==> src/pkg/mshb_map.vh <==
// Address windows, reset values and bus constants for the master-slave halt bridge.
`ifndef MSHB_MAP_VH
`define MSHB_MAP_VH

// Slave halt window is 2000h..2FFFh: upper nibble of the 16-bit address.
`define MSHB_WIN_NIBBLE     4'h2
`define MSHB_WIN_HI         15
`define MSHB_WIN_LO         12
// Register byte addresses on the APB.
`define MSHB_REG_LATCH      12'h000
`define MSHB_REG_LIVE       12'h004
`define MSHB_REG_CTRL       12'h008
`define MSHB_REG_STATUS     12'h00C
// Control register bit positions.
`define MSHB_CTRL_HALT_N    0
`define MSHB_CTRL_OVERRIDE  1
`define MSHB_CTRL_STEP      2
`define MSHB_CTRL_RST_A_N   3
`define MSHB_CTRL_RST_B_N   4
`define MSHB_CTRL_LINK_A    5
`define MSHB_CTRL_LINK_B    6
`define MSHB_CTRL_SEL_B     7
`define MSHB_CTRL_W         8
// Control reset value: halt request high (inactive), both slaves in reset.
`define MSHB_CTRL_RESET     8'h01
`define MSHB_BYTE_RESET     8'h00
// Synchroniser reset value: each pin starts at its idle level, so no false edge follows reset.
// Set bits: read direction (12), strobe (11), proto wait (2), proto resets (1, 0).
`define MSHB_SYNC_RESET     29'h0000_1807

`endif

==> src/core/mshb_sync.v <==
// Two-flop synchroniser for a bundle of asynchronous pin inputs.
`timescale 1ns/1ps

module mshb_sync #(
    parameter         W   = 1,
    parameter [W-1:0] RST = {W{1'b0}}
) (
    // Clock and reset
    input  wire         clock,
    input  wire         nrst,
    // Data
    input  wire [W-1:0] d_in,
    output wire [W-1:0] d_out
);

    reg [W-1:0] meta_q;
    reg [W-1:0] sync_q;

    // The first stage is read only by the second stage.
    always @(posedge clock or negedge nrst) begin
        if (!nrst) begin
            meta_q <= RST;
            sync_q <= RST;
        end else begin
            meta_q <= d_in;
            sync_q <= meta_q;
        end
    end

    assign d_out = sync_q;

endmodule

==> src/core/mshb_bridge.v <==
// Master-slave halt bridge: latching transceiver, wait generator and slave resets.
//
// The register offsets and register access over APB were decided locally.
`timescale 1ns/1ps
`include "mshb_map.vh"

// How it works
// RULE1 - Master writes captured in held latch
// RULE2 - Master reads return live slave bus
// RULE3 - Latch drives slave reads in window/override
// RULE4 - Slave writes never update the latches
// RULE5 - Window accesses raise wait automatically
// RULE6 - Master writes byte, then pulses step
// RULE7 - After release, halt again next strobe
// RULE8 - Override only used outside window
// RULE9 - Override disables off-chip memory selects
// RULE10 - Master branches into window, drops override
// RULE11 - Halt request stalls at next strobe
// RULE12 - Only step rising edge clears wait; the code also clears it while the selected slave is in reset
// RULE13 - Each slave reset follows its line
// RULE14 - Link enable joins slave and proto reset
// RULE15 - Slave strobes low on off-chip cycles
// RULE16 - Wait stays latched until master releases
// RULE17 - Stop when halt low or window address
// RULE18 - Slave wait is AND with proto wait
// RULE19 - Slave-side drive only on qualifying reads
// RULE20 - Wait inactive while slave in reset
module mshb_bridge (
    // Clock and reset
    input  wire        clock,
    input  wire        nrst,
    // APB slave
    input  wire        psel,
    input  wire        penable,
    input  wire        pwrite,
    input  wire [11:0] paddr,
    input  wire [31:0] pwdata,
    output reg  [31:0] prdata,
    output reg         pready,
    output reg         pslverr,
    // Slave external bus (asynchronous pins)
    input  wire [15:0] slave_addr,
    input  wire        slave_rnw,
    input  wire        external_strobe,
    input  wire [7:0]  slave_data_in,
    output reg  [7:0]  slave_data_out,
    output reg         slave_data_oe_n,
    output reg         offchip_enable,
    // Wait pins
    input  wire        proto_wait_in,
    output reg         slave_wait_n,
    output reg         wait_request_out,
    // Resets
    output reg         slave_a_reset_n,
    output reg         slave_b_reset_n,
    output reg         slave_a_reset_link_en,
    output reg         slave_b_reset_link_en,
    input  wire        proto_reset_a_in,
    input  wire        proto_reset_b_in,
    output reg         proto_reset_a_out,
    output reg         proto_reset_a_oe_n,
    output reg         proto_reset_b_out,
    output reg         proto_reset_b_oe_n
);

    localparam SW = 29;

    // Registers.
    reg [7:0]             latch_q;
    reg [`MSHB_CTRL_W-1:0] ctrl_q;
    reg                   step_prev_q;
    reg                   strobe_prev_q;
    reg                   wait_q;
    reg                   cycle_halted_q;
    reg [7:0]             live_q;

    // Synchronised pins.
    wire [SW-1:0] sync_out;
    wire [15:0]   s_addr;
    wire          s_rnw;
    wire          s_strobe;
    wire [7:0]    s_data;
    wire          s_pwait;
    wire          s_prst_a;
    wire          s_prst_b;

    mshb_sync #(
        .W   (SW),
        .RST (`MSHB_SYNC_RESET)
    ) u_sync (
        .clock (clock),
        .nrst  (nrst),
        .d_in  ({slave_addr, slave_rnw, external_strobe, slave_data_in,
                 proto_wait_in, proto_reset_a_in, proto_reset_b_in}),
        .d_out (sync_out)
    );

    assign s_addr   = sync_out[28:13];
    assign s_rnw    = sync_out[12];
    assign s_strobe = sync_out[11];
    assign s_data   = sync_out[10:3];
    assign s_pwait  = sync_out[2];
    assign s_prst_a = sync_out[1];
    assign s_prst_b = sync_out[0];

    // Control fields.
    wire halt_request = ctrl_q[`MSHB_CTRL_HALT_N];
    wire bus_override = ctrl_q[`MSHB_CTRL_OVERRIDE];
    wire step_release = ctrl_q[`MSHB_CTRL_STEP];
    wire sel_b        = ctrl_q[`MSHB_CTRL_SEL_B];

    // Decoded conditions.
    wire in_window   = (s_addr[`MSHB_WIN_HI:`MSHB_WIN_LO] == `MSHB_WIN_NIBBLE);
    wire stop_cond   = !halt_request || in_window; // RULE17
    wire strobe_fall = strobe_prev_q && !s_strobe;
    wire step_rise   = step_release && !step_prev_q;
    wire sel_in_rst  = sel_b ? !ctrl_q[`MSHB_CTRL_RST_B_N] : !ctrl_q[`MSHB_CTRL_RST_A_N];
    wire drive_now   = !s_strobe && s_rnw && (in_window || bus_override);

    // APB access phase.
    wire apb_acc = psel && penable;
    wire apb_wr  = apb_acc && pwrite;

    // APB slave: zero-wait answer, error on unmapped offset.
    always @(posedge clock or negedge nrst) begin
        if (!nrst) begin
            prdata  <= 32'h0000_0000;
            pready  <= 1'b0;
            pslverr <= 1'b0;
        end else begin
            pready  <= psel && !penable;
            pslverr <= 1'b0;
            prdata  <= 32'h0000_0000;
            if (psel && !penable) begin
                if (paddr == `MSHB_REG_LATCH) begin
                    prdata <= {24'h00_0000, latch_q};
                end else if (paddr == `MSHB_REG_LIVE) begin
                    prdata <= {24'h00_0000, s_data}; // RULE2
                end else if (paddr == `MSHB_REG_CTRL) begin
                    prdata <= {24'h00_0000, ctrl_q};
                end else if (paddr == `MSHB_REG_STATUS) begin
                    prdata <= {29'h0000_0000, s_pwait, cycle_halted_q, wait_q};
                end else begin
                    pslverr <= 1'b1;
                end
            end
        end
    end

    // Write registers: only the master writes the latch, never the slave.
    always @(posedge clock or negedge nrst) begin
        if (!nrst) begin
            latch_q <= `MSHB_BYTE_RESET;
            ctrl_q  <= `MSHB_CTRL_RESET;
        end else if (apb_wr && pready) begin
            if (paddr == `MSHB_REG_LATCH) begin
                latch_q <= pwdata[7:0]; // RULE1 RULE4
            end else if (paddr == `MSHB_REG_CTRL) begin
                ctrl_q <= pwdata[`MSHB_CTRL_W-1:0];
            end
        end
    end

    // Edge history for strobe and step.
    always @(posedge clock or negedge nrst) begin
        if (!nrst) begin
            step_prev_q   <= 1'b0;
            strobe_prev_q <= 1'b1;
            live_q        <= `MSHB_BYTE_RESET;
        end else begin
            step_prev_q   <= step_release;
            strobe_prev_q <= s_strobe;
            live_q        <= s_data;
        end
    end

    // Wait generator: set on strobe fall with stop, clear on step rise or while the selected slave is in reset.
    always @(posedge clock or negedge nrst) begin
        if (!nrst) begin
            wait_q         <= 1'b0;
            cycle_halted_q <= 1'b0;
        end else if (sel_in_rst) begin
            wait_q         <= 1'b0; // RULE20
            cycle_halted_q <= 1'b0;
        end else if (strobe_fall && stop_cond) begin
            wait_q         <= 1'b1; // RULE5 RULE7 RULE11
            cycle_halted_q <= 1'b1;
        end else if (step_rise) begin
            wait_q         <= 1'b0; // RULE12 RULE16
        end else if (s_strobe) begin
            cycle_halted_q <= 1'b0;
        end
    end

    // Wait pins: generator output, ANDed with proto wait on slave_wait_n only.
    always @(posedge clock or negedge nrst) begin
        if (!nrst) begin
            wait_request_out <= 1'b1;
            slave_wait_n     <= 1'b1;
        end else begin
            wait_request_out <= !wait_q;
            slave_wait_n     <= !wait_q && s_pwait; // RULE18
        end
    end

    // Transceiver slave side and off-chip select gating.
    always @(posedge clock or negedge nrst) begin
        if (!nrst) begin
            slave_data_out  <= `MSHB_BYTE_RESET;
            slave_data_oe_n <= 1'b1;
            offchip_enable  <= 1'b0;
        end else begin
            slave_data_out  <= latch_q; // RULE3
            slave_data_oe_n <= !drive_now; // RULE19
            offchip_enable  <= !bus_override && !in_window; // RULE9
        end
    end

    // Slave resets and reset link switches.
    always @(posedge clock or negedge nrst) begin
        if (!nrst) begin
            slave_a_reset_n       <= 1'b0;
            slave_b_reset_n       <= 1'b0;
            slave_a_reset_link_en <= 1'b0;
            slave_b_reset_link_en <= 1'b0;
            proto_reset_a_out     <= 1'b0;
            proto_reset_a_oe_n    <= 1'b1;
            proto_reset_b_out     <= 1'b0;
            proto_reset_b_oe_n    <= 1'b1;
        end else begin
            // Closed link: reset pin pulled by either side.
            slave_a_reset_n       <= ctrl_q[`MSHB_CTRL_RST_A_N] &&
                                     (!ctrl_q[`MSHB_CTRL_LINK_A] || s_prst_a); // RULE13 RULE14
            slave_b_reset_n       <= ctrl_q[`MSHB_CTRL_RST_B_N] &&
                                     (!ctrl_q[`MSHB_CTRL_LINK_B] || s_prst_b); // RULE13 RULE14
            slave_a_reset_link_en <= ctrl_q[`MSHB_CTRL_LINK_A];
            slave_b_reset_link_en <= ctrl_q[`MSHB_CTRL_LINK_B];
            proto_reset_a_out     <= 1'b0;
            proto_reset_a_oe_n    <= !(ctrl_q[`MSHB_CTRL_LINK_A] &&
                                       !ctrl_q[`MSHB_CTRL_RST_A_N]); // RULE14
            proto_reset_b_out     <= 1'b0;
            proto_reset_b_oe_n    <= !(ctrl_q[`MSHB_CTRL_LINK_B] &&
                                       !ctrl_q[`MSHB_CTRL_RST_B_N]); // RULE14
        end
    end

endmodule

==> config.mk <==
export PLATFORM = sky130hd
export DESIGN_NAME = mshb_bridge
export DESIGN_NICKNAME = d
export VERILOG_FILES = /design/src/core/mshb_sync.v /design/src/core/mshb_bridge.v
export VERILOG_INCLUDE_DIRS = /design/src /design/src/pkg
export SDC_FILE = /design/constraint.sdc
export NUM_CORES = 1
export LEC_CHECK = 0
export BUFFER_PORTS_ARGS = -buffer_cell sky130_fd_sc_hd__buf_4
export CAP_MARGIN = 0
export CORE_ASPECT_RATIO = 0.75
export CORE_MARGIN = 2
export CORE_UTILIZATION = 48
export CTS_BUF_LIST = sky130_fd_sc_hd__clkbuf_4 sky130_fd_sc_hd__clkbuf_8
export DETAILED_ROUTE_END_ITERATION = 6
export GPL_ROUTABILITY_DRIVEN = 0
export GPL_TIMING_DRIVEN = 0
export PLACE_DENSITY = 0.81
export SLEW_MARGIN = 15
export SYNTH_ARGS = -nofsm -noshare
export SYNTH_HDL_FRONTEND = slang
export SYNTH_SLANG_ARGS = --single-unit
==> constraint.sdc <==
create_clock -name clock -period 2.1 [get_ports clock]
set_input_delay 0.63 -clock clock [delete_from_list [all_inputs] [get_ports clock]]
set_output_delay 0.63 -clock clock [all_outputs]
set_load 0.05 [all_outputs]
## Word level (Yosys, flattened, before mapping)

Cells that the tools add are included.
W data, S select, Z words.

| operators by class | value |
|---|---|
| reductions and logical operators | 39 |
| mux-type cells | 18 |
| bitwise operators | 1 |
| equality and inequality tests | 5 |

Operators with widths:

| operator | count |
|---|---|
| $mux W32 | 2 |
| $eq A12 B4 Y1 const B | 2 |
| $mux W8 | 2 |
| $logic_and A1 B1 Y1 | 15 |
| $logic_not A1 Y1 | 14 |
| $mux W1 | 13 |
| $eq A12 B3 Y1 const B | 1 |
| $logic_not A12 Y1 | 1 |
| $reduce_bool A3 Y1 | 2 |
| $eq A4 B2 Y1 const B | 1 |
| $logic_or A1 B1 Y1 | 4 |
| $reduce_and A2 Y1 | 2 |
| $mux W3 | 1 |
| $ne A3 B1 Y1 const B | 1 |
| $reduce_and A3 Y1 | 1 |
| $not A1 Y1 | 1 |

| storage, ports and cells | value |
|---|---|
| bits of input ports | 78 |
| register bits | 130 |
| output and inout bits | 54 |

## Longest topological paths before layout

| depth | value |
|---|---|
| depth after elaboration | 6 |
| depth in mapped cells | 5 |
| mapped depth without buffers | 3 |

## Hierarchy

A second synthesis with hierarchy kept.

| second synthesis, totals | value |
|---|---|
| cell total of the unflattened synthesis | 208 |
| area total of the unflattened synthesis | 3568.4 sq um |

Modules (own cells, without submodules):

| module | cells each | times used | area each (sq um) |
|---|---|---|---|
| mshb_bridge | 150 | 1 | 2104.5 |
| mshb_sync | 58 | 1 | 1463.9 |

## Worst setup path before layout

Ideal clock, no wire load.

| timing path | value |
|---|---|
| path type | input-to-reg |
| start | in paddr[5] |
| end | reg latch_q[0] |
| arrival | 2.155 ns |
| stages on the path | 4 |
| setup slack | -0.180 ns |
| required time | 1.975 ns |
| cells stage by stage | or4_1 -> buf_2 -> nor4_4 -> mux2_2 |

| between the ends | value |
|---|---|
| word-level cells in the longest chain between the ends | 2 |

Ends and longest elaborated chain:

| what | RTL line | text |
|---|---|---|
| start, declared | mshb_bridge.v:36 | `input wire [11:0] paddr,` |
| $logic_not A12 Y1 (no line) | -- |  |
| $reduce_and A2 Y1 (no line) | -- |  |
| end signal, assigned | mshb_bridge.v:153 | `` latch_q <= `MSHB_BYTE_RESET; `` |
| end signal, assigned | mshb_bridge.v:157 | `latch_q <= pwdata[7:0];` |
| end, declared | mshb_bridge.v:69 | `reg [7:0] latch_q;` |

No other way between the ends.
A chain may end at the register's enable or synchronous reset.

## Worst setup path in the final report

| timing path | value |
|---|---|
| start | in paddr[5] |
| end | reg latch_q[5] |

Same word-level chain as after synthesis.

==> impl_results.md <==
- Core Area: 5886 um^2
- Synth area leaders: dfrtp_1 55%, dfstp_2 15%, buf_4 6.6%
- Clock sink count: 82
- Cts bufs inserted: 9
- Fin crit share: 94.15%
- GRT Total Usage: 16.93%
- Area Growth Syn to Fin: 34.36%
- Final core occ: 67.50%
- Adder-cell area share of the yosys netlist: 0%
- Inst Count DP: 366
- Largest family of logic cells by synthesized area: buffers and inverters
- CP endpoint kind: flip-flop
- Most common cell in the netlist: dfrtp_1
- Port Buf Inserts: 68
- Die Y-Extent: 71.97 um
- Critical path class: in -> reg
- Setup crit end: latch_q[5]$_DFFE_PN0P_
- Crit Path Max Fanout: 4
- Post-cts resize count: 0
- R2R cell count: 4
- CTS root buffer: clkbuf_8
- Share of cells above drive strength 1: 53.25%
- Final setup violation count: 0
- Synth cell types: 33
- WP data required: 2340 ps
- Part of the Yosys area used for sequential elements: 70.12%
- Worst setup margin: 122.9 ps
- Max cap viols: 0
- Post-synth EDFFs: 0
- CTS tree: done
- Synth Area in Compound Gates: 4.909%
- Die Width: 94.63 um
- Worst-Skew Late Latency: 350 ps
- Initial antenna violation count: 0
- Post-synthesis mux area share: 7.871%
- Ant. Diodes: 0
- Layout fillers: 429
- Area occupied by registers: 2073 um^2
- Final hold vios: 0
- Total Power: 3.304 mW
- Reg-to-reg slack, setup: 560 ps
- Nets: 381
- Cell Pwr Density: 831.8 nW/um^2
- Worst Setup SP: paddr[5]
- Num rows: 24
- CTS Buffer Depth: 2
- I/O pin total: 132
- Syn Std Cell Area: 2957 um^2
- ANT nets after route: 0
- Largest net degree at the start of global routing: 83
- Number of global-route vias before repair: 1,679
- Nature of the critical path startpoint: input pin
- Largest area contributor in the netlist: dfrtp_1
- Gate Count Post-Synth: 195
- Hold path cells: 0
- R2r startpoint: pready$_DFF_PN0_
- Yosys reg bits: 82
- Final wirelength: 5.224 mm
- Synth Flop Type: dfrtp_1
- Aggregate global routing overflow: 0
- Non-Filler Instances: 386
- Dpl ws: -525.3 ps
- Post-route DRC violation count: 0
- DR vias/cell: 4.456
- Max_slew headroom: 35.40%
- CP arrival: 2210 ps
- Fin Hold WS: 351.4 ps
- FMAX: 505.8 MHz
- First-pass GRT wire length: 8.259 mm
- VDD IR max: 0.5976 mV
- Initial core utilization: 50.23%
- RSZ-0062 raised after global routing: no
- Top-area cell type share of the netlist area: 55.01%
- Tmin final: 1977 ps
- DRT Pass-1 Iters: 4
- Status: finished clean
- Clk pin slew, worst setup/hold paths: 70 ps
- Post-synthesis async set-or-reset flop share: 100.0%
- Leakage power: 2.048 nW
- Area of the multi-input gates: 733.2 um^2
- Max Slew Vio Count: 0
- Slew @ Worst Pin: 969.0 ps
- Avg WL per Cell: 13.53 um
- Clk_skew: 7.567 ps
- Simple-gate area share of the yosys netlist: 8.083%
- DRT iter0 DRCs: 59
- DP Wirelength: 3.655 mm
- Syn_area_per_cell: 15.16 um^2
- Commonest cells post-synth: 65 x dfrtp_1, 26 x buf_4, 17 x dfstp_2
- Vias: 1,720
- Yosys Warn Count: 0
- H-tree depth: 3
- Critical R2R Capture: latch_q[5]$_DFFE_PN0P_
- Synth Area in XOR/XNOR: 0%
- Min-delay worst type: reg -> reg
- Die ar.: 6810 um^2
[worst max-delay path, stage by stage]
cell and delay, ps:
buf_4 110, or4_4 520, buf_6 150, nor4_4 270, buf_4 190, mux2_2 330
[cell families (layout without fill, tap and decap cells)]
| logic type | after synthesis | after routing |
|---|---|---|
| buffers and inverters | 43 | 131 |
| AO/OA/AOI/OAI | 19 | 19 |
| multiplexers | 20 | 20 |
| AND/OR/NAND/NOR | 30 | 30 |
| flip-flops | 82 | 82 |
| other | 1 | 26 |
[cell usage in the layout (no fill, tap or decap), types with 2 or more instances in the layout]
master     synthesis  layout
o211a_1            2       2
nor3b_1            2       2
o221a_2            5       5
buf_4             26      98
clkbuf_4           0       2
nand2b_1           4       4
or4_4              0       2
a21boi_0           2       2
nor4_4             3       3
nor2_1             2       2
mux2_4             0       2
mux2i_1            3       3
buf_6              0       2
dfstp_2           17      17
bufinv_16          0       3
inv_1             11      11
conb_1             1      26
clkbuf_8           0      10
nor2b_1            7       7
mux2_2            15      13
a21oi_1            8       8
dfrtp_1           65      65
[area by class of cell]
class,instances,share of cell area (%)
multi-input cells,95,18.46
plain buffers,32,5.921
inverters,11,1.039
clock buffers,12,3.843
flip-flops and latches,82,52.19
repair buffers,72,13.61
clock inverters,4,2.488
well taps,78,2.457
[registers in the layout, summed over array words and instances, names as in the netlist]
| name | cells |
|---|---|
| strobe_prev_q | 1 |
| proto_reset_b_oe_n | 1 |
| slave_data_out | 8 |
| slave_b_reset_n | 1 |
| cycle_halted_q | 1 |
| proto_reset_a_oe_n | 1 |
| offchip_enable | 1 |
| latch_q | 8 |
| pready | 1 |
| slave_data_oe_n | 1 |
| slave_a_reset_link_en | 1 |
| step_prev_q | 1 |
| prdata | 8 |
| u_sync.meta_q | 17 |
| wait_request_out | 1 |
| slave_wait_n | 1 |
| slave_b_reset_link_en | 1 |
| u_sync.d_out | 17 |
| wait_q | 1 |
| ctrl_q | 8 |
| slave_a_reset_n | 1 |
| pslverr | 1 |
[worst min-delay path by stage]
stage | from | end
after floorplan | nrst | ctrl_q[1]$_DFFE_PN0P_
after global placement | u_sync.meta_q[7]$_DFF_PN0_ | u_sync.d_out[7]$_DFF_PN0_
after detailed placement | u_sync.meta_q[8]$_DFF_PN0_ | u_sync.d_out[8]$_DFF_PN0_
after CTS | u_sync.meta_q[5]$_DFF_PN0_ | u_sync.d_out[5]$_DFF_PN0_
after global routing | proto_reset_a_in | u_sync.meta_q[1]$_DFF_PN1_
final | u_sync.meta_q[5]$_DFF_PN0_ | u_sync.d_out[5]$_DFF_PN0_
[report_power, final]
group,internal [mW],switching (mW)
combinational,0.102,0.188
clock,0.851,0.526
sequential,1.63,0.0110
total,2.58,0.726
[through the flow]
stage,TNS [ps],instance area [um^2]
2_1_floorplan,-2561,3083
3_3_place_gp,-9482,3691
3_5_place_dp,-9453,3691
4_1_cts,0,3973
5_1_grt,0,3973
6_report,0,3973
[timing repair]
| action | CTS | global route |
|---|---|---|
| buffers inserted | 4 | 0 |
| hold buffers | 0 | 0 |
| endpoints found under the setup margin | 16 | 0 |
[layer usage]
layer	wire, um	vias to the layer above	share of wire (%)	global-route usage (%)
li1	-	819	-	-
met1	2135	844	41	20.30
met2	2703	51	52	27.34
met3	325	6	6.2	7.269
met4	61	0	1.2	6.602
met5	0	-	0	0
No activity file was read; power rests on OpenSTA's default activity.
